--- config.mk ---
export PLATFORM = sky130hd
export DESIGN_NAME = i2c_master_sequencer
export DESIGN_NICKNAME = d
export VERILOG_FILES = /design/src/shared/i2c_seq_pkg.sv /design/src/rtl/i2c_master_sequencer.sv
export SDC_FILE = /design/constraint.sdc
export NUM_CORES = 1
export LEC_CHECK = 0
export BUFFER_PORTS_ARGS = -buffer_cell sky130_fd_sc_hd__clkbuf_2
export CORE_AREA = 2 2 153 118
export DETAILED_ROUTE_END_ITERATION = 10
export DIE_AREA = 0 0 155 120
export GPL_TIMING_DRIVEN = 0
export HOLD_SLACK_MARGIN = 0.12
export SETUP_SLACK_MARGIN = 0.1
export SLEW_MARGIN = 0
export SYNTH_ARGS = -nofsm -noshare
export SYNTH_HDL_FRONTEND = slang
export SYNTH_SLANG_ARGS = --single-unit
--- constraint.sdc ---
create_clock -name clk_sys -period 2.8 [get_ports clk_sys]
set_clock_uncertainty 0.2 [all_clocks]
set_input_delay 0.28 -clock clk_sys [delete_from_list [all_inputs] [get_ports clk_sys]]
set_output_delay 0.28 -clock clk_sys [all_outputs]
set_load 0.005 [all_outputs]
--- src/shared/i2c_seq_pkg.sv ---
// constants, register map and state type for the two-wire master sequencer
// assumes a single clock domain and an 8-bit register port
// How it works
// - begin request with idle lines loads generator
// - expiry with lines high drives data low
// - second period ends, request clears, generator stops
// - low lines during begin raise collision, idle
// - buffer write during begin sets write clash
// - low command bits locked while begin pending
// - repeat begin pulls clock, then releases data
// - release clock, high period, data low, done
// - begin flag on pins, event after expiry
// - repeat begin ignored unless sequencer idle
// - repeat begin collision on data low, clock
// - buffer write during repeat begin sets clash
// - idle buffer write sets full, starts sending
// - eighth falling edge clears full, releases data
// - ninth falling edge samples peer acknowledge
// - after ninth clock, event, generator stops
// - buffer write while shifting sets sticky clash
// - receive request ignored unless idle
// - receive eight bits, load buffer, flag, idle
// - reading buffer clears buffer full flag
// - new byte while full sets overrun
// - generator counts to zero, then stops
// - released clock waits high before reload
package i2c_seq_pkg;
    localparam int ADDR_W = 3;
    localparam int DATA_W = 8;
    localparam int RELOAD_W = 7;
    localparam int TICK_DIV = 2;
    localparam logic [3:0] BITS_LAST = 4'h7;
    localparam logic [3:0] ACK_SLOT = 4'h8;

    localparam logic [ADDR_W-1:0] REG_BUFFER = 3'h0;
    localparam logic [ADDR_W-1:0] REG_COMMAND = 3'h1;
    localparam logic [ADDR_W-1:0] REG_STATUS = 3'h2;
    localparam logic [ADDR_W-1:0] REG_RELOAD = 3'h3;
    localparam logic [ADDR_W-1:0] REG_CONTROL = 3'h4;
    localparam logic [ADDR_W-1:0] REG_FLAGS = 3'h5;

    localparam int CMD_BEGIN = 0;
    localparam int CMD_REPEAT = 1;
    localparam int CMD_STOP = 2;
    localparam int CMD_RECEIVE = 3;
    localparam int CMD_ACKSEQ = 4;
    localparam int CMD_ACKVAL = 5;
    localparam int CMD_PEERACK = 6;
    localparam int STS_FULL = 0;
    localparam int STS_BEGIN = 3;
    localparam int CTL_ENABLE = 0;
    localparam int FLG_EVENT = 0;
    localparam int FLG_COLL = 1;
    localparam int FLG_CLASH = 2;
    localparam int FLG_OVERRUN = 3;

    localparam logic [DATA_W-1:0] RESET_BYTE = 8'h00;
    localparam logic [RELOAD_W-1:0] RESET_RELOAD = 7'h00;

    typedef enum logic [3:0] {
        S_IDLE, S_BEG_WAIT, S_BEG_HOLD, S_RS_PULL, S_RS_SDA_HI,
        S_RS_REL, S_RS_BOTH, S_RS_SDA_LO, S_XF_PULL, S_XF_LOW,
        S_XF_REL, S_XF_HIGH
    } state_type;
endpackage

--- src/rtl/i2c_master_sequencer.sv ---
// two-wire master sequencer: begin, repeated begin, byte send and receive
// pins are open drain; sda_in/scl_in are asynchronous and synchronised here
`timescale 1ns/1ps
`default_nettype none
module i2c_master_sequencer #(
    parameter int TICK_DIV = i2c_seq_pkg::TICK_DIV
) (
    input wire logic clk_sys,
    input wire logic reset_n,
    input wire logic [i2c_seq_pkg::ADDR_W-1:0] reg_addr,
    input wire logic [i2c_seq_pkg::DATA_W-1:0] reg_wdata,
    input wire logic reg_wr,
    input wire logic reg_rd,
    output logic [i2c_seq_pkg::DATA_W-1:0] reg_rdata,
    input wire logic sda_in,
    output logic sda_out,
    output logic sda_oe,
    input wire logic scl_in,
    output logic scl_out,
    output logic scl_oe
);
    localparam int RW = i2c_seq_pkg::RELOAD_W;
    localparam int DW = i2c_seq_pkg::DATA_W;

    // pin synchronisers; only the second stage is read
    logic [1:0] sda_sync_q;
    logic [1:0] scl_sync_q;
    logic sda_s;
    logic scl_s;
    always_ff @(posedge clk_sys or negedge reset_n) begin
        if (!reset_n) begin
            sda_sync_q <= 2'h3;
            scl_sync_q <= 2'h3;
        end else begin
            sda_sync_q <= {sda_sync_q[0], sda_in};
            scl_sync_q <= {scl_sync_q[0], scl_in};
        end
    end
    assign sda_s = sda_sync_q[1];
    assign scl_s = scl_sync_q[1];

    // rate tick divider
    logic [7:0] div_q;
    logic tick_q;
    always_ff @(posedge clk_sys or negedge reset_n) begin
        if (!reset_n) begin
            div_q <= 8'h00;
            tick_q <= 1'b0;
        end else if (div_q == 8'(TICK_DIV - 1)) begin
            div_q <= 8'h00;
            tick_q <= 1'b1;
        end else begin
            div_q <= div_q + 8'h01;
            tick_q <= 1'b0;
        end
    end

    // registers
    i2c_seq_pkg::state_type state_q, state_d;
    logic [DW-1:0] buffer_q, shift_q, rdata_q;
    logic [RW-1:0] reload_q, cnt_q;
    logic run_q;
    logic [3:0] bit_q;
    logic rx_mode_q;
    logic scl_low_q, sda_low_q, scl_low_d, sda_low_d;
    logic enable_q;
    logic begin_req_q, rs_req_q, rx_req_q;
    logic stop_req_q, ackseq_req_q, ack_value_q, peer_ack_q;
    logic full_q, begin_det_q;
    logic event_q, coll_q, clash_q, overrun_q;

    // bus decode
    logic buf_wr, buf_rd, cmd_wr, rld_wr, ctl_wr, flg_wr;
    assign buf_wr = reg_wr && reg_addr == i2c_seq_pkg::REG_BUFFER;
    assign buf_rd = reg_rd && reg_addr == i2c_seq_pkg::REG_BUFFER;
    assign cmd_wr = reg_wr && reg_addr == i2c_seq_pkg::REG_COMMAND;
    assign rld_wr = reg_wr && reg_addr == i2c_seq_pkg::REG_RELOAD;
    assign ctl_wr = reg_wr && reg_addr == i2c_seq_pkg::REG_CONTROL;
    assign flg_wr = reg_wr && reg_addr == i2c_seq_pkg::REG_FLAGS;

    // idle means enabled, no sequence and no request waiting
    logic idle_free, cmd_lock, tx_go, clash_set;
    logic take_begin, take_rs, take_rx;
    assign idle_free = state_q == i2c_seq_pkg::S_IDLE && !begin_req_q
        && !rs_req_q && !rx_req_q && enable_q;
    assign cmd_lock = begin_req_q || rs_req_q;
    assign tx_go = buf_wr && idle_free;
    // any buffer write while a sequence runs is lost
    assign clash_set = buf_wr && !idle_free
        && enable_q;
    assign take_begin = cmd_wr && idle_free
        && reg_wdata[i2c_seq_pkg::CMD_BEGIN];
    assign take_rs = cmd_wr && idle_free && !take_begin
        && reg_wdata[i2c_seq_pkg::CMD_REPEAT];
    assign take_rx = cmd_wr && idle_free && !take_begin && !take_rs
        && reg_wdata[i2c_seq_pkg::CMD_RECEIVE];

    // rate generator
    logic brg_load, brg_done, abort;
    assign brg_done = run_q && tick_q && cnt_q == '0;
    always_ff @(posedge clk_sys or negedge reset_n) begin
        if (!reset_n) begin
            cnt_q <= i2c_seq_pkg::RESET_RELOAD;
            run_q <= 1'b0;
        end else if (abort) begin
            run_q <= 1'b0;
        end else if (brg_load) begin
            cnt_q <= reload_q;
            run_q <= 1'b1;
        end else if (brg_done) begin
            run_q <= 1'b0;
        end else if (run_q && tick_q) begin
            cnt_q <= cnt_q - 7'h01;
        end
    end

    // sequencer
    logic coll, ev_set, beg_set, clr_begin, clr_rs, clr_rx;
    logic bit_shift, ack_take, rx_done, full_clr_tx;
    logic [DW-1:0] rx_shift;
    assign rx_shift = {shift_q[DW-2:0], sda_s};
    assign abort = coll || !enable_q;

    always_comb begin
        state_d = state_q;
        scl_low_d = scl_low_q;
        sda_low_d = sda_low_q;
        brg_load = 1'b0;
        coll = 1'b0;
        ev_set = 1'b0;
        beg_set = 1'b0;
        clr_begin = 1'b0;
        clr_rs = 1'b0;
        clr_rx = 1'b0;
        bit_shift = 1'b0;
        ack_take = 1'b0;
        rx_done = 1'b0;
        full_clr_tx = 1'b0;
        case (state_q)
            i2c_seq_pkg::S_IDLE: begin
                if (begin_req_q) begin
                    if (sda_s && scl_s) begin
                        brg_load = 1'b1;
                        state_d = i2c_seq_pkg::S_BEG_WAIT;
                    end else begin
                        coll = 1'b1;
                    end
                end else if (rs_req_q) begin
                    scl_low_d = 1'b1;
                    state_d = i2c_seq_pkg::S_RS_PULL;
                end else if (rx_req_q || tx_go) begin
                    scl_low_d = 1'b1;
                    state_d = i2c_seq_pkg::S_XF_PULL;
                end
            end
            i2c_seq_pkg::S_BEG_WAIT: begin
                if (!scl_s) begin
                    coll = 1'b1;
                end else if (brg_done) begin
                    if (sda_s) begin
                        sda_low_d = 1'b1;
                        beg_set = 1'b1;
                        brg_load = 1'b1;
                        state_d = i2c_seq_pkg::S_BEG_HOLD;
                    end else begin
                        coll = 1'b1;
                    end
                end
            end
            i2c_seq_pkg::S_BEG_HOLD: begin
                if (brg_done) begin
                    clr_begin = 1'b1;
                    ev_set = 1'b1;
                    state_d = i2c_seq_pkg::S_IDLE;
                end
            end
            i2c_seq_pkg::S_RS_PULL: begin
                if (!scl_s) begin
                    sda_low_d = 1'b0;
                    brg_load = 1'b1;
                    state_d = i2c_seq_pkg::S_RS_SDA_HI;
                end
            end
            i2c_seq_pkg::S_RS_SDA_HI: begin
                if (brg_done) begin
                    if (sda_s) begin
                        scl_low_d = 1'b0;
                        state_d = i2c_seq_pkg::S_RS_REL;
                    end else begin
                        coll = 1'b1;
                    end
                end
            end
            i2c_seq_pkg::S_RS_REL: begin
                if (scl_s) begin
                    if (!sda_s) begin
                        coll = 1'b1;
                    end else begin
                        brg_load = 1'b1;
                        state_d = i2c_seq_pkg::S_RS_BOTH;
                    end
                end
            end
            i2c_seq_pkg::S_RS_BOTH: begin
                if (!scl_s) begin
                    coll = 1'b1;
                end else if (brg_done) begin
                    sda_low_d = 1'b1;
                    brg_load = 1'b1;
                    state_d = i2c_seq_pkg::S_RS_SDA_LO;
                end
            end
            i2c_seq_pkg::S_RS_SDA_LO: begin
                if (!sda_s && scl_s) begin
                    beg_set = 1'b1;
                end
                if (brg_done) begin
                    clr_rs = 1'b1;
                    ev_set = 1'b1;
                    state_d = i2c_seq_pkg::S_IDLE;
                end
            end
            i2c_seq_pkg::S_XF_PULL: begin
                // data changes only once the clock is seen low
                if (!scl_s) begin
                    brg_load = 1'b1;
                    sda_low_d = !rx_mode_q && bit_q != i2c_seq_pkg::ACK_SLOT
                        && !shift_q[DW-1];
                    state_d = i2c_seq_pkg::S_XF_LOW;
                end
            end
            i2c_seq_pkg::S_XF_LOW: begin
                if (brg_done) begin
                    scl_low_d = 1'b0;
                    state_d = i2c_seq_pkg::S_XF_REL;
                end
            end
            i2c_seq_pkg::S_XF_REL: begin
                if (scl_s) begin
                    brg_load = 1'b1;
                    state_d = i2c_seq_pkg::S_XF_HIGH;
                end
            end
            i2c_seq_pkg::S_XF_HIGH: begin
                // lost arbitration: we let data float high, someone pulled it
                if (!rx_mode_q && bit_q != i2c_seq_pkg::ACK_SLOT
                    && !sda_low_q && !sda_s) begin
                    coll = 1'b1;
                end else if (brg_done) begin
                    scl_low_d = 1'b1;
                    if (rx_mode_q) begin
                        bit_shift = 1'b1;
                        if (bit_q == i2c_seq_pkg::BITS_LAST) begin
                            rx_done = 1'b1;
                            clr_rx = 1'b1;
                            ev_set = 1'b1;
                            state_d = i2c_seq_pkg::S_IDLE;
                        end else begin
                            state_d = i2c_seq_pkg::S_XF_PULL;
                        end
                    end else if (bit_q == i2c_seq_pkg::ACK_SLOT) begin
                        ack_take = 1'b1;
                        ev_set = 1'b1;
                        state_d = i2c_seq_pkg::S_IDLE;
                    end else begin
                        bit_shift = 1'b1;
                        full_clr_tx = bit_q
                            == i2c_seq_pkg::BITS_LAST;
                        state_d = i2c_seq_pkg::S_XF_PULL;
                    end
                end
            end
            default: begin
                state_d = i2c_seq_pkg::S_IDLE;
            end
        endcase
        if (abort) begin
            state_d = i2c_seq_pkg::S_IDLE;
            scl_low_d = 1'b0;
            sda_low_d = 1'b0;
            brg_load = 1'b0;
        end
    end

    always_ff @(posedge clk_sys or negedge reset_n) begin
        if (!reset_n) begin
            state_q <= i2c_seq_pkg::S_IDLE;
            scl_low_q <= 1'b0;
            sda_low_q <= 1'b0;
        end else begin
            state_q <= state_d;
            scl_low_q <= scl_low_d;
            sda_low_q <= sda_low_d;
        end
    end

    // bit counter and shift register
    always_ff @(posedge clk_sys or negedge reset_n) begin
        if (!reset_n) begin
            bit_q <= 4'h0;
            rx_mode_q <= 1'b0;
            shift_q <= i2c_seq_pkg::RESET_BYTE;
            buffer_q <= i2c_seq_pkg::RESET_BYTE;
        end else begin
            if (tx_go) begin
                shift_q <= reg_wdata;
                buffer_q <= reg_wdata;
                bit_q <= 4'h0;
                rx_mode_q <= 1'b0;
            end else if (state_q == i2c_seq_pkg::S_IDLE && rx_req_q) begin
                bit_q <= 4'h0;
                rx_mode_q <= 1'b1;
            end else if (bit_shift) begin
                shift_q <= rx_mode_q ? rx_shift : {shift_q[DW-2:0], 1'b0};
                bit_q <= bit_q + 4'h1;
            end
            if (rx_done) begin
                buffer_q <= rx_shift;
            end
        end
    end

    // command and control registers
    always_ff @(posedge clk_sys or negedge reset_n) begin
        if (!reset_n) begin
            enable_q <= 1'b0;
            reload_q <= i2c_seq_pkg::RESET_RELOAD;
            begin_req_q <= 1'b0;
            rs_req_q <= 1'b0;
            rx_req_q <= 1'b0;
            stop_req_q <= 1'b0;
            ackseq_req_q <= 1'b0;
            ack_value_q <= 1'b0;
            peer_ack_q <= 1'b0;
        end else begin
            if (ctl_wr) begin
                enable_q <= reg_wdata[i2c_seq_pkg::CTL_ENABLE];
            end
            if (rld_wr) begin
                reload_q <= reg_wdata[RW-1:0];
            end
            if (cmd_wr) begin
                ack_value_q <= reg_wdata[i2c_seq_pkg::CMD_ACKVAL];
            end
            if (cmd_wr && !cmd_lock) begin
                stop_req_q <= reg_wdata[i2c_seq_pkg::CMD_STOP];
                ackseq_req_q <= reg_wdata[i2c_seq_pkg::CMD_ACKSEQ];
            end
            if (abort) begin
                begin_req_q <= 1'b0;
                rs_req_q <= 1'b0;
                rx_req_q <= 1'b0;
            end else begin
                begin_req_q <= take_begin || (begin_req_q && !clr_begin);
                rs_req_q <= take_rs || (rs_req_q && !clr_rs);
                rx_req_q <= take_rx || (rx_req_q && !clr_rx);
            end
            if (ack_take) begin
                peer_ack_q <= sda_s;
            end
        end
    end

    // status and sticky flags; a hardware set beats a software clear
    logic [DW-1:0] clr_mask;
    assign clr_mask = flg_wr ? reg_wdata : '0;
    always_ff @(posedge clk_sys or negedge reset_n) begin
        if (!reset_n) begin
            full_q <= 1'b0;
            begin_det_q <= 1'b0;
            event_q <= 1'b0;
            coll_q <= 1'b0;
            clash_q <= 1'b0;
            overrun_q <= 1'b0;
        end else begin
            full_q <= tx_go || rx_done || (full_q && !full_clr_tx
                && !buf_rd && !coll && enable_q);
            begin_det_q <= beg_set || (begin_det_q && enable_q);
            event_q <= ev_set
                || (event_q && !clr_mask[i2c_seq_pkg::FLG_EVENT]);
            coll_q <= coll || (coll_q && !clr_mask[i2c_seq_pkg::FLG_COLL]);
            clash_q <= clash_set
                || (clash_q && !clr_mask[i2c_seq_pkg::FLG_CLASH]);
            overrun_q <= (rx_done && full_q && !buf_rd)
                || (overrun_q && !clr_mask[i2c_seq_pkg::FLG_OVERRUN]);
        end
    end

    // read mux
    logic [DW-1:0] cmd_view, sts_view, flg_view, rd_mux;
    always_comb begin
        cmd_view = '0;
        cmd_view[i2c_seq_pkg::CMD_BEGIN] = begin_req_q;
        cmd_view[i2c_seq_pkg::CMD_REPEAT] = rs_req_q;
        cmd_view[i2c_seq_pkg::CMD_STOP] = stop_req_q;
        cmd_view[i2c_seq_pkg::CMD_RECEIVE] = rx_req_q;
        cmd_view[i2c_seq_pkg::CMD_ACKSEQ] = ackseq_req_q;
        cmd_view[i2c_seq_pkg::CMD_ACKVAL] = ack_value_q;
        cmd_view[i2c_seq_pkg::CMD_PEERACK] = peer_ack_q;
        sts_view = '0;
        sts_view[i2c_seq_pkg::STS_FULL] = full_q;
        sts_view[i2c_seq_pkg::STS_BEGIN] = begin_det_q;
        flg_view = '0;
        flg_view[i2c_seq_pkg::FLG_EVENT] = event_q;
        flg_view[i2c_seq_pkg::FLG_COLL] = coll_q;
        flg_view[i2c_seq_pkg::FLG_CLASH] = clash_q;
        flg_view[i2c_seq_pkg::FLG_OVERRUN] = overrun_q;
        case (reg_addr)
            i2c_seq_pkg::REG_BUFFER: rd_mux = buffer_q;
            i2c_seq_pkg::REG_COMMAND: rd_mux = cmd_view;
            i2c_seq_pkg::REG_STATUS: rd_mux = sts_view;
            i2c_seq_pkg::REG_RELOAD: rd_mux = {1'b0, reload_q};
            i2c_seq_pkg::REG_CONTROL: rd_mux = {7'h00, enable_q};
            i2c_seq_pkg::REG_FLAGS: rd_mux = flg_view;
            default: rd_mux = '0;
        endcase
    end

    always_ff @(posedge clk_sys or negedge reset_n) begin
        if (!reset_n) begin
            rdata_q <= '0;
        end else begin
            rdata_q <= reg_rd ? rd_mux : '0;
        end
    end

    // open drain: the driven level is always low, enables come from flops
    assign reg_rdata = rdata_q;
    assign sda_out = 1'b0;
    assign scl_out = 1'b0;
    assign sda_oe = sda_low_q;
    assign scl_oe = scl_low_q;
endmodule
`default_nettype wire

Yosys cells after proc, flatten, opt, wreduce, memory -nomap -nowiden
Index checks and enable logic that the tools add are counted.

Flip-flop bits (word level): 77. Bits of input ports: 17. Output and inout bits: 12. Logic and storage cells: 286.

Add/subtract/negate cells: 3. Equality and inequality tests: 42. Multiplexer cells: 115. Bitwise gates (word level): 1. Reductions and logical operators: 96.

Operators with widths (number): 4-bit 2-to-1 mux (28); 1-bit 2-to-1 mux (69); 8-bit 2-to-1 mux (7); 3-bit != test (second input constant) (16); 8-bit case mux with 6 select lines (1); 4-bit case mux with 11 select lines (1); 1-bit logical AND (43); 1-bit logical NOT (22); 7-bit 2-to-1 mux (3); 4-bit by 3-bit equality test with 1-bit output (second input constant) (5); 4-bit equality test (second input constant) (5); 18-bit AND reduction (1); 8-bit AND reduction (2); 1-bit logical OR (13); 4-bit != test (second input constant) (3); 1-bit case mux with 6 select lines (2); 5-bit nonzero test (2); 8-bit by 1-bit adder with 8-bit output (second input constant) (1); 4-bit by 2-bit equality test with 1-bit output (second input constant) (2); 8-bit by 1-bit equality test with 1-bit output (second input constant) (1); 1-bit case mux with 4 select lines (2); 2-bit nonzero test (4); 7-bit logical NOT (1); 7-bit by 1-bit subtractor with 7-bit output (second input constant) (1); other kinds (16) (22).

Depth between registers and ports, before layout
Gate-level depths: netlist (run 1).

Word-level depth: 15. Depth in mapped cells: 10. Mapped depth without buffers: 8.

Worst setup path before layout (run 1)
OpenSTA, ideal clock, no wires.

Path kind: register to register. Start: reg bit_q[0]. End: reg full_q. Library setup time: 84 ps. Arrival: 2157 ps. Data required time: 2516 ps. Path slack: 359 ps. Cell stages (with the launch flop): 11. Buffers on the path: 2. Clock period less this slack: 2441 ps. Cells stage by stage: dfrtp_1 -> inv_1 -> ha_1 -> and3b_2 -> nor4_2 -> a32o_1 -> buf_6 -> or4_4 -> buf_6 -> a311o_1 -> o211ai_2.

Longest elaborated chain between the ends: 12. Elaborated cells on any way between the ends: 26. Classes of those cells: eq/ne: 3; mux: 12; reduce/logical: 11.

RTL lines: start: declaration (line i2c_master_sequencer.sv:63) `logic [3:0] bit_q;`; start signal: assignment (line i2c_master_sequencer.sv:315) `bit_q <= bit_q + 4'h1;`; 4-bit by 3-bit equality test with 1-bit output, or another cell as far along (line i2c_master_sequencer.sv:253, i2c_master_sequencer.sv:268); 1-bit 2-to-1 mux / 1-bit logical AND (equally long branches) (line i2c_master_sequencer.sv:261, i2c_master_sequencer.sv:246); 1-bit 2-to-1 mux / 1-bit logical AND (equally long branches) (line i2c_master_sequencer.sv:251, i2c_master_sequencer.sv:247); 1-bit 2-to-1 mux / 1-bit logical AND (equally long branches) (line i2c_master_sequencer.sv:249, i2c_master_sequencer.sv:247); 1-bit 2-to-1 mux (line i2c_master_sequencer.sv:246) `if (!rx_mode_q && bit_q != i2c_seq_pkg::ACK_SLOT`; 1-bit 2-to-1 mux (line i2c_master_sequencer.sv:139) `case (state_q)`; 1-bit logical NOT (line i2c_master_sequencer.sv:376) `full_q <= tx_go || rx_done || (full_q && !full_clr_tx`; 1-bit logical AND (line i2c_master_sequencer.sv:376); 1-bit logical AND (3 in series) (line i2c_master_sequencer.sv:377) `&& !buf_rd && !coll && enable_q);`; 1-bit logical OR (*) (line i2c_master_sequencer.sv:376); end signal: assignment (line i2c_master_sequencer.sv:376); end: declaration (line i2c_master_sequencer.sv:69) `logic full_q, begin_det_q;`.

Mark *: on every way between the ends. The rest lies on a longest branch, timed or not. A chain may end at the register's enable or synchronous reset.

Final worst setup path (run 1)
Start: reg state_q[0]. End: reg cnt_q[0].

Longest elaborated chain between the ends: 6. Elaborated cells on any way between the ends: 19. Classes of those cells: eq/ne: 9; mux: 4; bitwise: 1; reduce/logical: 5.

RTL lines: start: declaration (line i2c_master_sequencer.sv:59) `i2c_seq_pkg::state_type state_q, state_d;`; start signal: assignment (line i2c_master_sequencer.sv:287) `state_q <= i2c_seq_pkg::S_IDLE;`; start signal: assignment (line i2c_master_sequencer.sv:291) `state_q <= state_d;`; 4-bit equality test, or another cell as far along (line i2c_master_sequencer.sv:139); 2-bit OR reduction (no source line) / 1-bit case mux with 6 select lines (equally long branches); 1-bit case mux with 6 select lines / 1-bit logical OR (equally long branches) (line i2c_master_sequencer.sv:139, i2c_master_sequencer.sv:122); 1-bit 2-to-1 mux (line i2c_master_sequencer.sv:277) `if (abort) begin`; 2-bit != test (no source line) / 2-bit nonzero test (equally long branches); 3-bit AND reduction (no source line); end signal: assignment (line i2c_master_sequencer.sv:103) `cnt_q <= i2c_seq_pkg::RESET_RELOAD;`; end signal: assignment (line i2c_master_sequencer.sv:108) `cnt_q <= reload_q;`; end signal: assignment (line i2c_master_sequencer.sv:113) `cnt_q <= cnt_q - 7'h01;`; end: declaration (line i2c_master_sequencer.sv:61) `logic [RW-1:0] reload_q, cnt_q;`.

Several ways; a longest one is shown, not always the timed one.

==> metrics.txt, run 1 <==
outcome=completed; Die X=155 um; clock latency on the worst-skew pair=roughly 330 ps; Worst-Margin Slew=about 640 ps; CTS H-tree lvls=3; fin cells=a little over 700; Site Rows=42; worst-path maximum fanout=10; fraction of registers with async set/reset=between 90% and 100%; worst setup margin=128 ps; ant diodes=0; post-route ant nets=0; vias in the first global route=roughly 3400; die height=approximately 120 um; global route overflow=0; clock buffer depth=2; I/O Pins=29; sequential area share after synthesis=between 40 and 50%; Mean Syn Cell Area=~10 sq um; Yosys warnings=0; nets@finish=between 500 and 600; Leak=roughly 2.2 nW; Pwr Total=0.00416 W; Global Route Usage Sum=roughly an eighth; crit start category=flip-flop; CP max stage cell=or3b_2; CTS tree=done; Syn Inst Count=between 400 and 500; Post-synth top flop=dfrtp_1; Detail Placement HPWL=a little over 8 mm; Setup Viol. Count Final=0; Crit path required time=between 2000 and 3000 ps; Period minus WS final=around 2700 ps; Hold Crit Class=in -> reg; DRC=0; initial core utilization=24.4%; CTS Root Cell=clkbuf_16; Num Clock Sinks=77; CP peak stage delay=a little under 500 ps; core area=about 0.017 sq mm; arrival time at the worst endpoint=about 2700 ps; crit-path cells=buf_2 > or3b_2 > a21oi_1 > nor2b_1 > o31ai_4 > buf_12 > mux2_2; max-capacitance violation count=0; Placed Cells incl. Taps=between 600 and 700; Final Hold Viols=0; Pwr Density=~800 mW/mm^2; overall die area=approximately 0.019 sq mm; Setup crit end kind=flip-flop; Slew Viols, Final=0; peak supply drop=~0.26 mV; Synth-to-Final Area Change=23.6%; post-place setup slack=-27.5 ps; number of detailed-route iterations in the first pass=6; Hold Slack=roughly 130 ps; count of cell types in the netlist=67; EDFF count, synth=0; Slew headroom=between 50 and 60%; FMAX=between 300 and 400 MHz; GPL Wtd Cong=just under 0.9; number of antenna violations at the first check in global routing=0; vias per cell=between 4 and 5; vias post-DR=3496; first-pass GRT wire length=between 15 and 20 mm; share of cells above drive strength 1=about a fifth; largest net degree at the start of global routing=45; number of DRC markers in iteration 0=341; clock transition at the registers of the reported paths=60 ps; flops & latches, synth=77; Crit Path Class=reg -> reg; IO buf count=25; Post-Syn Area=roughly 0.0042 sq mm; WL/cell=between 15 and 20 um; post-detailed-routing wire length=11.2 mm; Inserted Clock Buffers=9; fin crit share=between 90% and 100%; unrepaired setup endpoints after global routing=true
final timing paths:
| check | slack [ps] | startpoint | end | cells past startpoint |
|---|---|---|---|---|
| setup / recovery | 130 | state_q[0]$_DFFE_PN0P_ | cnt_q[0]$_DFFE_PN0P_ | 7 |
| hold / removal | 130 | reg_wdata[3] | reload_q[3]$_DFFE_PN0P_ | 2 |
| setup reg to reg | 130 | state_q[0]$_DFFE_PN0P_ | cnt_q[0]$_DFFE_PN0P_ | 7 |
| hold reg to reg | 160 | scl_sync_q[0]$_DFF_PN1_ | scl_sync_q[1]$_DFF_PN1_ | 0 |
| max in group asynchronous | 1500 | reset_n | shift_q[4]$_DFFE_PN0P_ | 3 |
| min in group asynchronous | 280 | reset_n | state_q[0]$_DFFE_PN0P_ | 2 |
cells in the mapped netlist (6+ instances only):
cell type  instances  share of area, %
a21oi_1           18               2.1
a31oi_1           10               1.5
buf_2              7              0.83
clkbuf_1           8              0.71
dfrtp_1           73                43
ha_1               6               1.8
inv_1             13               1.2
mux2_2            18               4.8
mux2i_1           17               4.1
nand2_1           32               2.9
nand3_1           12               1.4
nor2_1            36               3.2
nor2b_1           10               1.5
nor3_1            10               1.2
nor4_1             7               1.0
o21ai_0           29               3.5
xnor2_1            8               1.7
xor2_1             9               1.9
metal layers:
metal  routed length (um)  GRT usage (%)
met2                 4980           18.5
met5                    0              0
met4                   79           2.37
met1                 5680           18.5
met3                  464           2.85
area by class of cell:
cell class	instances	area [sq um]
fill	1762	12000
multi-input combinational	311	2140
sequential	77	1930
timing repair buffer	43	315
tap	220	275
clock buffer	10	229
buffer	25	141
clock inverter	6	111
inverter	13	48.8
where the power goes:
part	internal, W	total [W]	switching [W]
sequential	0.00139	0.00162	0.000228
clock	0.000871	0.00134	0.000464
combinational	0.000545	0.00120	0.000658
repair_timing:
| action | CTS | global route |
|---|---|---|
| endpoints found under the setup margin | 8 | 34 |
| hold buffers | 11 | 0 |
| cloned | 0 | 0 |
| setup buffers | 0 | 6 |
| pin swaps | 1 | 3 |
| gates resized for setup | 4 | 9 |
| endpoints found under the hold margin | 61 | 0 |
sequential cells by signal, summed over array words and instances, names as in the netlist, 2 cells and up:
signal and cells:
shift_q 8, cnt_q 7, div_q 8, reload_q 7
scl_sync_q 2, bit_q 4, state_q 4, reg_rdata 8
buffer_q 8, sda_sync_q 2
placed cells by master, fill, tap and decap left out, types with 4 or more instances in the layout:
cell and instances:
dfrtp_1 73, nor2_1 36, nand2_1 32, o21ai_0 27
clkbuf_2 24, mux2_2 18, a21oi_1 18, mux2i_1 17
inv_1 13, nand3_1 12, dlygate4sd3_1 11, a31oi_1 10
nor2b_1 10, xor2_1 9, clkbuf_1 9, buf_4 9
clkbuf_16 9, xnor2_1 8, nor3_1 8, nor4_1 7
ha_1 6, or3_1 5, and3_1 5, nand4_1 5
buf_2 5, a21o_1 4, nand2b_1 4, clkbuf_4 4
dfstp_2 4
cell families after synthesis:
group,count (synthesis),share of synthesized area [%]
flops,77,46.0
buf+inv,38,4.35
other cells,1,0.0893
compound gates,91,14.1
simple gates,160,21.3
xor+xnor,17,3.55
fa+ha+maj,6,1.79
mux,35,8.88
through the flow:
| step | area, sq um | util (%) | setup TNS (ps) |
|---|---|---|---|
| after floorplan | 4200 | - | 0 |
| final | 5190 | 30.2 | 0 |
| after CTS | 5100 | 29.7 | 0 |
| after detailed placement | 4630 | 26.9 | -104 |
| after global placement | 4600 | 26.8 | 0 |
| after global routing | 5190 | 30.2 | 0 |
worst max-delay path: cells and delay by family (launching register included):
family | cells | cell delay [ps]
flip-flops | 1 | 450
buffers and inverters | 2 | 370
AO/OA/AOI/OAI | 2 | 430
multiplexers | 1 | 270
AND/OR/NAND/NOR | 2 | 830
Note: power is estimated with default switching activity, not from simulation.
==> run 2: changes to the inputs <==
--- a/config.mk
+++ b/config.mk
@@ -11,6 +11,7 @@
 export DIE_AREA = 0 0 155 120
 export GPL_TIMING_DRIVEN = 0
 export HOLD_SLACK_MARGIN = 0.12
+export REMOVE_ABC_BUFFERS = 1
 export SETUP_SLACK_MARGIN = 0.1
 export SLEW_MARGIN = 0
 export SYNTH_ARGS = -nofsm -noshare
==> metrics.txt, run 2 (same netlist as run 1, synthesis figures left out) <==
arrival time at the worst endpoint=2630 ps (-60 ps); Leak=2.15 nW (-3.4%); Synth-to-Final Area Change=21.0%; crit-path cells=and3b_1 > o21ai_1 > a21oi_4 > or4_4 > a311o_1 > o211ai_2; global route overflow=0 (unchanged); largest delay contributor family on the critical path=simple AND/OR/NAND/NOR gates; post-detailed-routing wire length=11.1 mm (-1.2%); Site Rows=42 (unchanged); vias per cell=4.99 (+0.68%); first-pass GRT wire length=18.4 mm (+0.19%); Detail Placement HPWL=7.59 mm (-8.4%); Slew headroom=56.4% (-0.46 points); Slew Viols, Final=0 (unchanged); commonest non-fill, non-tap cell in the layout=dfrtp_1; commonest non-fill, non-tap cells in the layout=69 x dfrtp_1, 36 x nor2_1, 31 x nand2_1; clock buffer depth=2 (unchanged); largest net degree at the start of global routing=53 (+18%); ant diodes=0 (unchanged); share of cells above drive strength 1=21.7% (+0.92 points); CTS H-tree lvls=3 (unchanged); setup TNS=0 ps (unchanged); max-capacitance violation count=0 (unchanged); unrepaired setup endpoints after global routing=false; Pwr Density=764 mW/mm^2 (-4.6%); Crit Path Class=reg -> reg; core area=0.0172 sq mm (unchanged); Reg area=0.00194 sq mm (+0.45%); Inserted Clock Buffers=9 (unchanged); Bufs and invs on worst path=0 (-2); number of antenna violations at the first check in global routing=0 (unchanged); die height=120 um (unchanged); vias in the first global route=3491 (+2.2%); Setup Viol. Count Final=0 (unchanged); R2R Setup Slk=220 ps (+90 ps); gr busiest metal=met2; GR Util met1=16.6% (-1.8 points); fin crit share=92.2% (-3.3 points); IO buf count=26 (+4.0%); Worst-Margin Slew=648 ps (+5.97 ps); outcome=completed; met3 usage=3.00% (+0.14 points); Crit path required time=2850 ps (+40 ps); CP max stage cell=dfstp_4; overall die area=0.0186 sq mm (unchanged); Setup crit end kind=flip-flop; Final Hold Viols=0 (unchanged); CTS tree=done; met2 usage=19.8% (+1.3 points); CP peak stage delay=710 ps (+220 ps); Hold Crit Class=reg -> reg; I/O Pins=29 (unchanged); Pwr Total=0.00389 W (-6.6%); number of detailed-route iterations in the first pass=5 (-1); worst-path maximum fanout=10 (unchanged); # fillers=1767 (+0.28%); post-route ant nets=0 (unchanged); GPL Wtd Cong=0.888 (+1.8%); Global Route Usage Sum=12.3% (-0.094 points); Num Clock Sinks=77 (unchanged); Die X=155 um (unchanged); vias post-DR=3440 (-1.6%); FMAX=388 MHz (+3.6%); Period minus WS final=2580 ps (-91.9 ps); nets@finish=487 (-3.2%); DRC=0 (unchanged); Multi-input gate area=0.00217 sq mm (+1.6%); number of DRC markers in iteration 0=264 (-23%); initial core utilization=24.4% (unchanged); clock transition at the registers of the reported paths=60 ps (about the same); clock latency on the worst-skew pair=340 ps (about the same); peak supply drop=0.263 mV (+0.30%); CTS Root Cell=clkbuf_16; crit start category=flip-flop; WL/cell=16.1 um (+1.1%)
## run 2: cell count changes in the layout (fill, tap and decap cells not counted), moves of 2 or more
cell        change
clkinvlp_4      +2
clkbuf_4        -3
dfrtp_2         +4
buf_6           -2
buf_1           -3
clkbuf_1        -8
bufinv_16       -3
buf_4           +4
buf_2           -5
dfrtp_1         -4
buf_12          -2
## run 2: final timing paths
kind,depth (start not counted),startpoint,end
max,6,sda_sync_q[1]$_DFF_PN1_,full_q$_DFF_PN0_
max reg2reg,6,sda_sync_q[1]$_DFF_PN1_,full_q$_DFF_PN0_
min,0,scl_sync_q[0]$_DFF_PN1_,scl_sync_q[1]$_DFF_PN1_
min in group asynchronous,2,reset_n,div_q[6]$_DFF_PN0_
max in group asynchronous,3,reset_n,reload_q[3]$_DFFE_PN0P_
min reg2reg,0,scl_sync_q[0]$_DFF_PN1_,scl_sync_q[1]$_DFF_PN1_
## run 2: cell type report
cell class              instances  area share, %
clock inverters                 5          0.714
multi-input cells             312           42.7
inverters                      13          0.960
flip-flops and latches         77           38.2
repair buffers                 51           7.24
clock buffers                  11           4.77
well taps                     220           5.41
## run 2: worst register-to-register path: cells and delay by family, from the launching register on
kind / cells / cell delay [ps]
AOI/OAI and AO/OA: 4 / 790
and+or+nand+nor: 2 / 800
DFF: 1 / 710
## run 2: power breakdown
part / switching (W) / internal (W) / leakage [nW]
Clock: 0.000452 / 0.000624 / 0.128
Combinational: 0.000580 / 0.000531 / 1.04
Sequential: 0.000303 / 0.00140 / 0.979
Total: 0.00134 / 0.00255 / 2.15
## run 2: repair_timing
item                                    in CTS  in global routing
pin swaps                                    3                  3
endpoints found under the setup margin      30                 28
hold buffers                                11                  0
endpoints found under the hold margin      108                  0
cloned                                       1                  0
setup buffers                                6                  6
gates resized for setup                      9                  8
## run 2: stage by stage
step	area [sq um]	utilization (%)	setup slack, ps	hold slack (ps)	std cells
global route	5080	29.6	107	164	689
CTS	4990	29.1	46.8	147	683
global placement	4480	26.0	-1570	147	647
floorplan	4070	-	-566	-216	401
finish	5080	29.6	219	158	689
detailed placement	4520	26.3	-431	54.9	649
## run 2: routing by layer
| layer | vias to the layer above | part of all wire, % |
|---|---|---|
| met5 | - | 0 |
| met4 | 0 | 1.5 |
| met3 | 14 | 5.4 |
| met2 | 99 | 47 |
| met1 | 1708 | 46 |
| li1 | 1619 | - |
==> run 3: changes to the inputs <==
--- a/config.mk
+++ b/config.mk
@@ -6,9 +6,9 @@
 export NUM_CORES = 1
 export LEC_CHECK = 0
 export BUFFER_PORTS_ARGS = -buffer_cell sky130_fd_sc_hd__clkbuf_2
-export CORE_AREA = 2 2 153 118
+export CORE_AREA = 2 2 133 135
 export DETAILED_ROUTE_END_ITERATION = 10
-export DIE_AREA = 0 0 155 120
+export DIE_AREA = 0 0 135 137
 export GPL_TIMING_DRIVEN = 0
 export HOLD_SLACK_MARGIN = 0.12
 export REMOVE_ABC_BUFFERS = 1
==> metrics.txt, run 3 (same netlist as run 1, synthesis figures left out) <==
outcome=completed; largest net degree at the start of global routing=58 (+9.4%); Period minus WS final=2620 ps (+43.5 ps); IO buf count=26 (unchanged); clock latency on the worst-skew pair=350 ps (about the same); initial core utilization=24.6% (+0.18 points); ant diodes=0 (unchanged); fin cells=696 (+1.0%); clock buffer depth=2 (unchanged); Setup crit end=full_q$_DFF_PN0_; core area=0.0171 sq mm (-0.74%); R2R Path End=full_q$_DFF_PN0_; Setup crit end kind=flip-flop; Crit path required time=2860 ps (about the same); vias per cell=4.96 (-0.60%); die height=137 um (+14%); post-detailed-routing wire length=10.7 mm (-3.6%); Detail Placement HPWL=7.34 mm (-3.3%); R2R Setup Slk=180 ps (-40 ps); Site Rows=48 (+14%); Worst-Margin Slew=619 ps (-28.6 ps); peak supply drop=0.295 mV (+12%); vias in the first global route=3456 (-1.0%); CTS tree=done; reg2reg path depth=6 (unchanged); crit start category=flip-flop; arrival time at the worst endpoint=2690 ps (+60 ps); number of antenna violations at the first check in global routing=0 (unchanged); unrepaired setup endpoints after global routing=true; GPL Wtd Cong=0.868 (-2.3%); Crit Path Class=reg -> reg; Hold Slack=148 ps (-9.57 ps); Setup Viol. Count Final=0 (unchanged); I/O Pins=29 (unchanged); vias post-DR=3454 (+0.41%); Hold Crit Class=reg -> reg; number of detailed-route iterations in the first pass=4 (-1); Slew Viols, Final=0 (unchanged); first-pass GRT wire length=17.6 mm (-4.0%); Critical path origin=state_q[2]$_DFFE_PN0P_; Final Hold Viols=0 (unchanged); worst-path maximum fanout=21 (+11); fin crit share=93.7% (+1.6 points); Num Clock Sinks=77 (unchanged); max-capacitance violation count=0 (unchanged); commonest non-fill, non-tap cell in the layout=dfrtp_1; commonest non-fill, non-tap cells in the layout=69 x dfrtp_1, 36 x nor2_1, 30 x nand2_1; setup TNS=0 ps (unchanged); # fillers=1750 (-0.96%); Die X=135 um (-13%); global route overflow=0 (unchanged); Worst R2R Start=state_q[2]$_DFFE_PN0P_; FMAX=381 MHz (-1.7%); share of cells above drive strength 1=22.3% (+0.54 points); CTS H-tree lvls=3 (unchanged); Inserted Clock Buffers=9 (unchanged); CTS Root Cell=clkbuf_16; Core Util, Final=30.4% (+0.82 points); clock transition at the registers of the reported paths=60 ps (about the same); Pwr Density=805 mW/mm^2 (+5.4%); Global Route Usage Sum=12.1% (-0.29 points); DRC=0 (unchanged); Slew headroom=58.3% (+1.9 points); Leak=2.20 nW (+2.3%); Synth-to-Final Area Change=23.5%; number of DRC markers in iteration 0=251 (-4.9%); nets@finish=489 (+0.41%); overall die area=0.0185 sq mm (-0.56%); post-route ant nets=0 (unchanged); Placed Cells incl. Taps=654 (+0.77%); WL/cell=15.3 um (-4.6%)
run 3: changes by cell type in the layout (fill, tap and decap cells not counted), sizes merged, moves of 2 or more:
cell,delta
clkbuf,-2
bufinv,+3
inv,+2
clkinvlp,-2
run 3: final cells by class:
cell class                      instances  area [sq um]  share of cell area (%)
Multi-Input combinational cell        312          2170                    41.9
Sequential cell                        77          1940                    37.4
Timing Repair Buffer                   53           398                    7.67
Tap cell                              225           282                    5.43
Clock buffer                            9           225                    4.34
Clock inverter                          7           120                    2.32
Inverter                               13          48.8                   0.941
run 3: repair_timing:
| item | in CTS | in global routing |
|---|---|---|
| hold buffers | 12 | 0 |
| resized for setup | 10 | 7 |
| setup endpoints to repair | 30 | 29 |
| hold endpoints to repair | 106 | 0 |
| gates cloned | 1 | 0 |
| pin swaps | 3 | 2 |
| buffers inserted | 5 | 8 |
run 3: per-stage QoR:
stage	instance area [sq um]	total power (W)	setup WS [ps]
floorplan	4070	0.00235	-566
global placement	4480	0.00264	-1570
detailed placement	4530	0.00268	-455
CTS	5070	0.00409	110
global route	5190	0.00441	94.9
finish	5190	0.00418	176
run 3: per-layer routing:
metal,vias up,share of wire (%),track usage [%]
met5,-,0,0
met3,17,4.5,3.52
met1,1717,45,15.1
met2,95,48,19.8
li1,1625,-,-
met4,0,2.1,4.22
run 3: worst max-delay path, stage by stage (launching register included):
cell and delay [ps]:
dfrtp_2 550, and3b_1 240, o21ai_0 350, a21oi_4 180, or4_4 610, a311o_1 330
o211ai_2 80
run 3: worst min path at each step:
stage	startpoint	to	slack, ps	depth (start not counted)
after detailed placement	reset_n	bit_q[2]$_DFFE_PN0P_	30	1
after global routing	scl_sync_q[0]$_DFF_PN1_	scl_sync_q[1]$_DFF_PN1_	150	0
after global placement	scl_sync_q[0]$_DFF_PN1_	scl_sync_q[1]$_DFF_PN1_	150	0
after floorplan	reset_n	ack_value_q$_DFFE_PN0P_	-220	0
final	scl_sync_q[0]$_DFF_PN1_	scl_sync_q[1]$_DFF_PN1_	150	0
after CTS	scl_sync_q[0]$_DFF_PN1_	scl_sync_q[1]$_DFF_PN1_	150	0
run 3: where the power goes:
part | switching (W) | total, W | internal (W) | leakage, nW
registers | 0.000301 | 0.00170 | 0.00139 | 0.978
logic | 0.000574 | 0.00112 | 0.000544 | 1.05
clock network | 0.000488 | 0.00136 | 0.000875 | 0.166
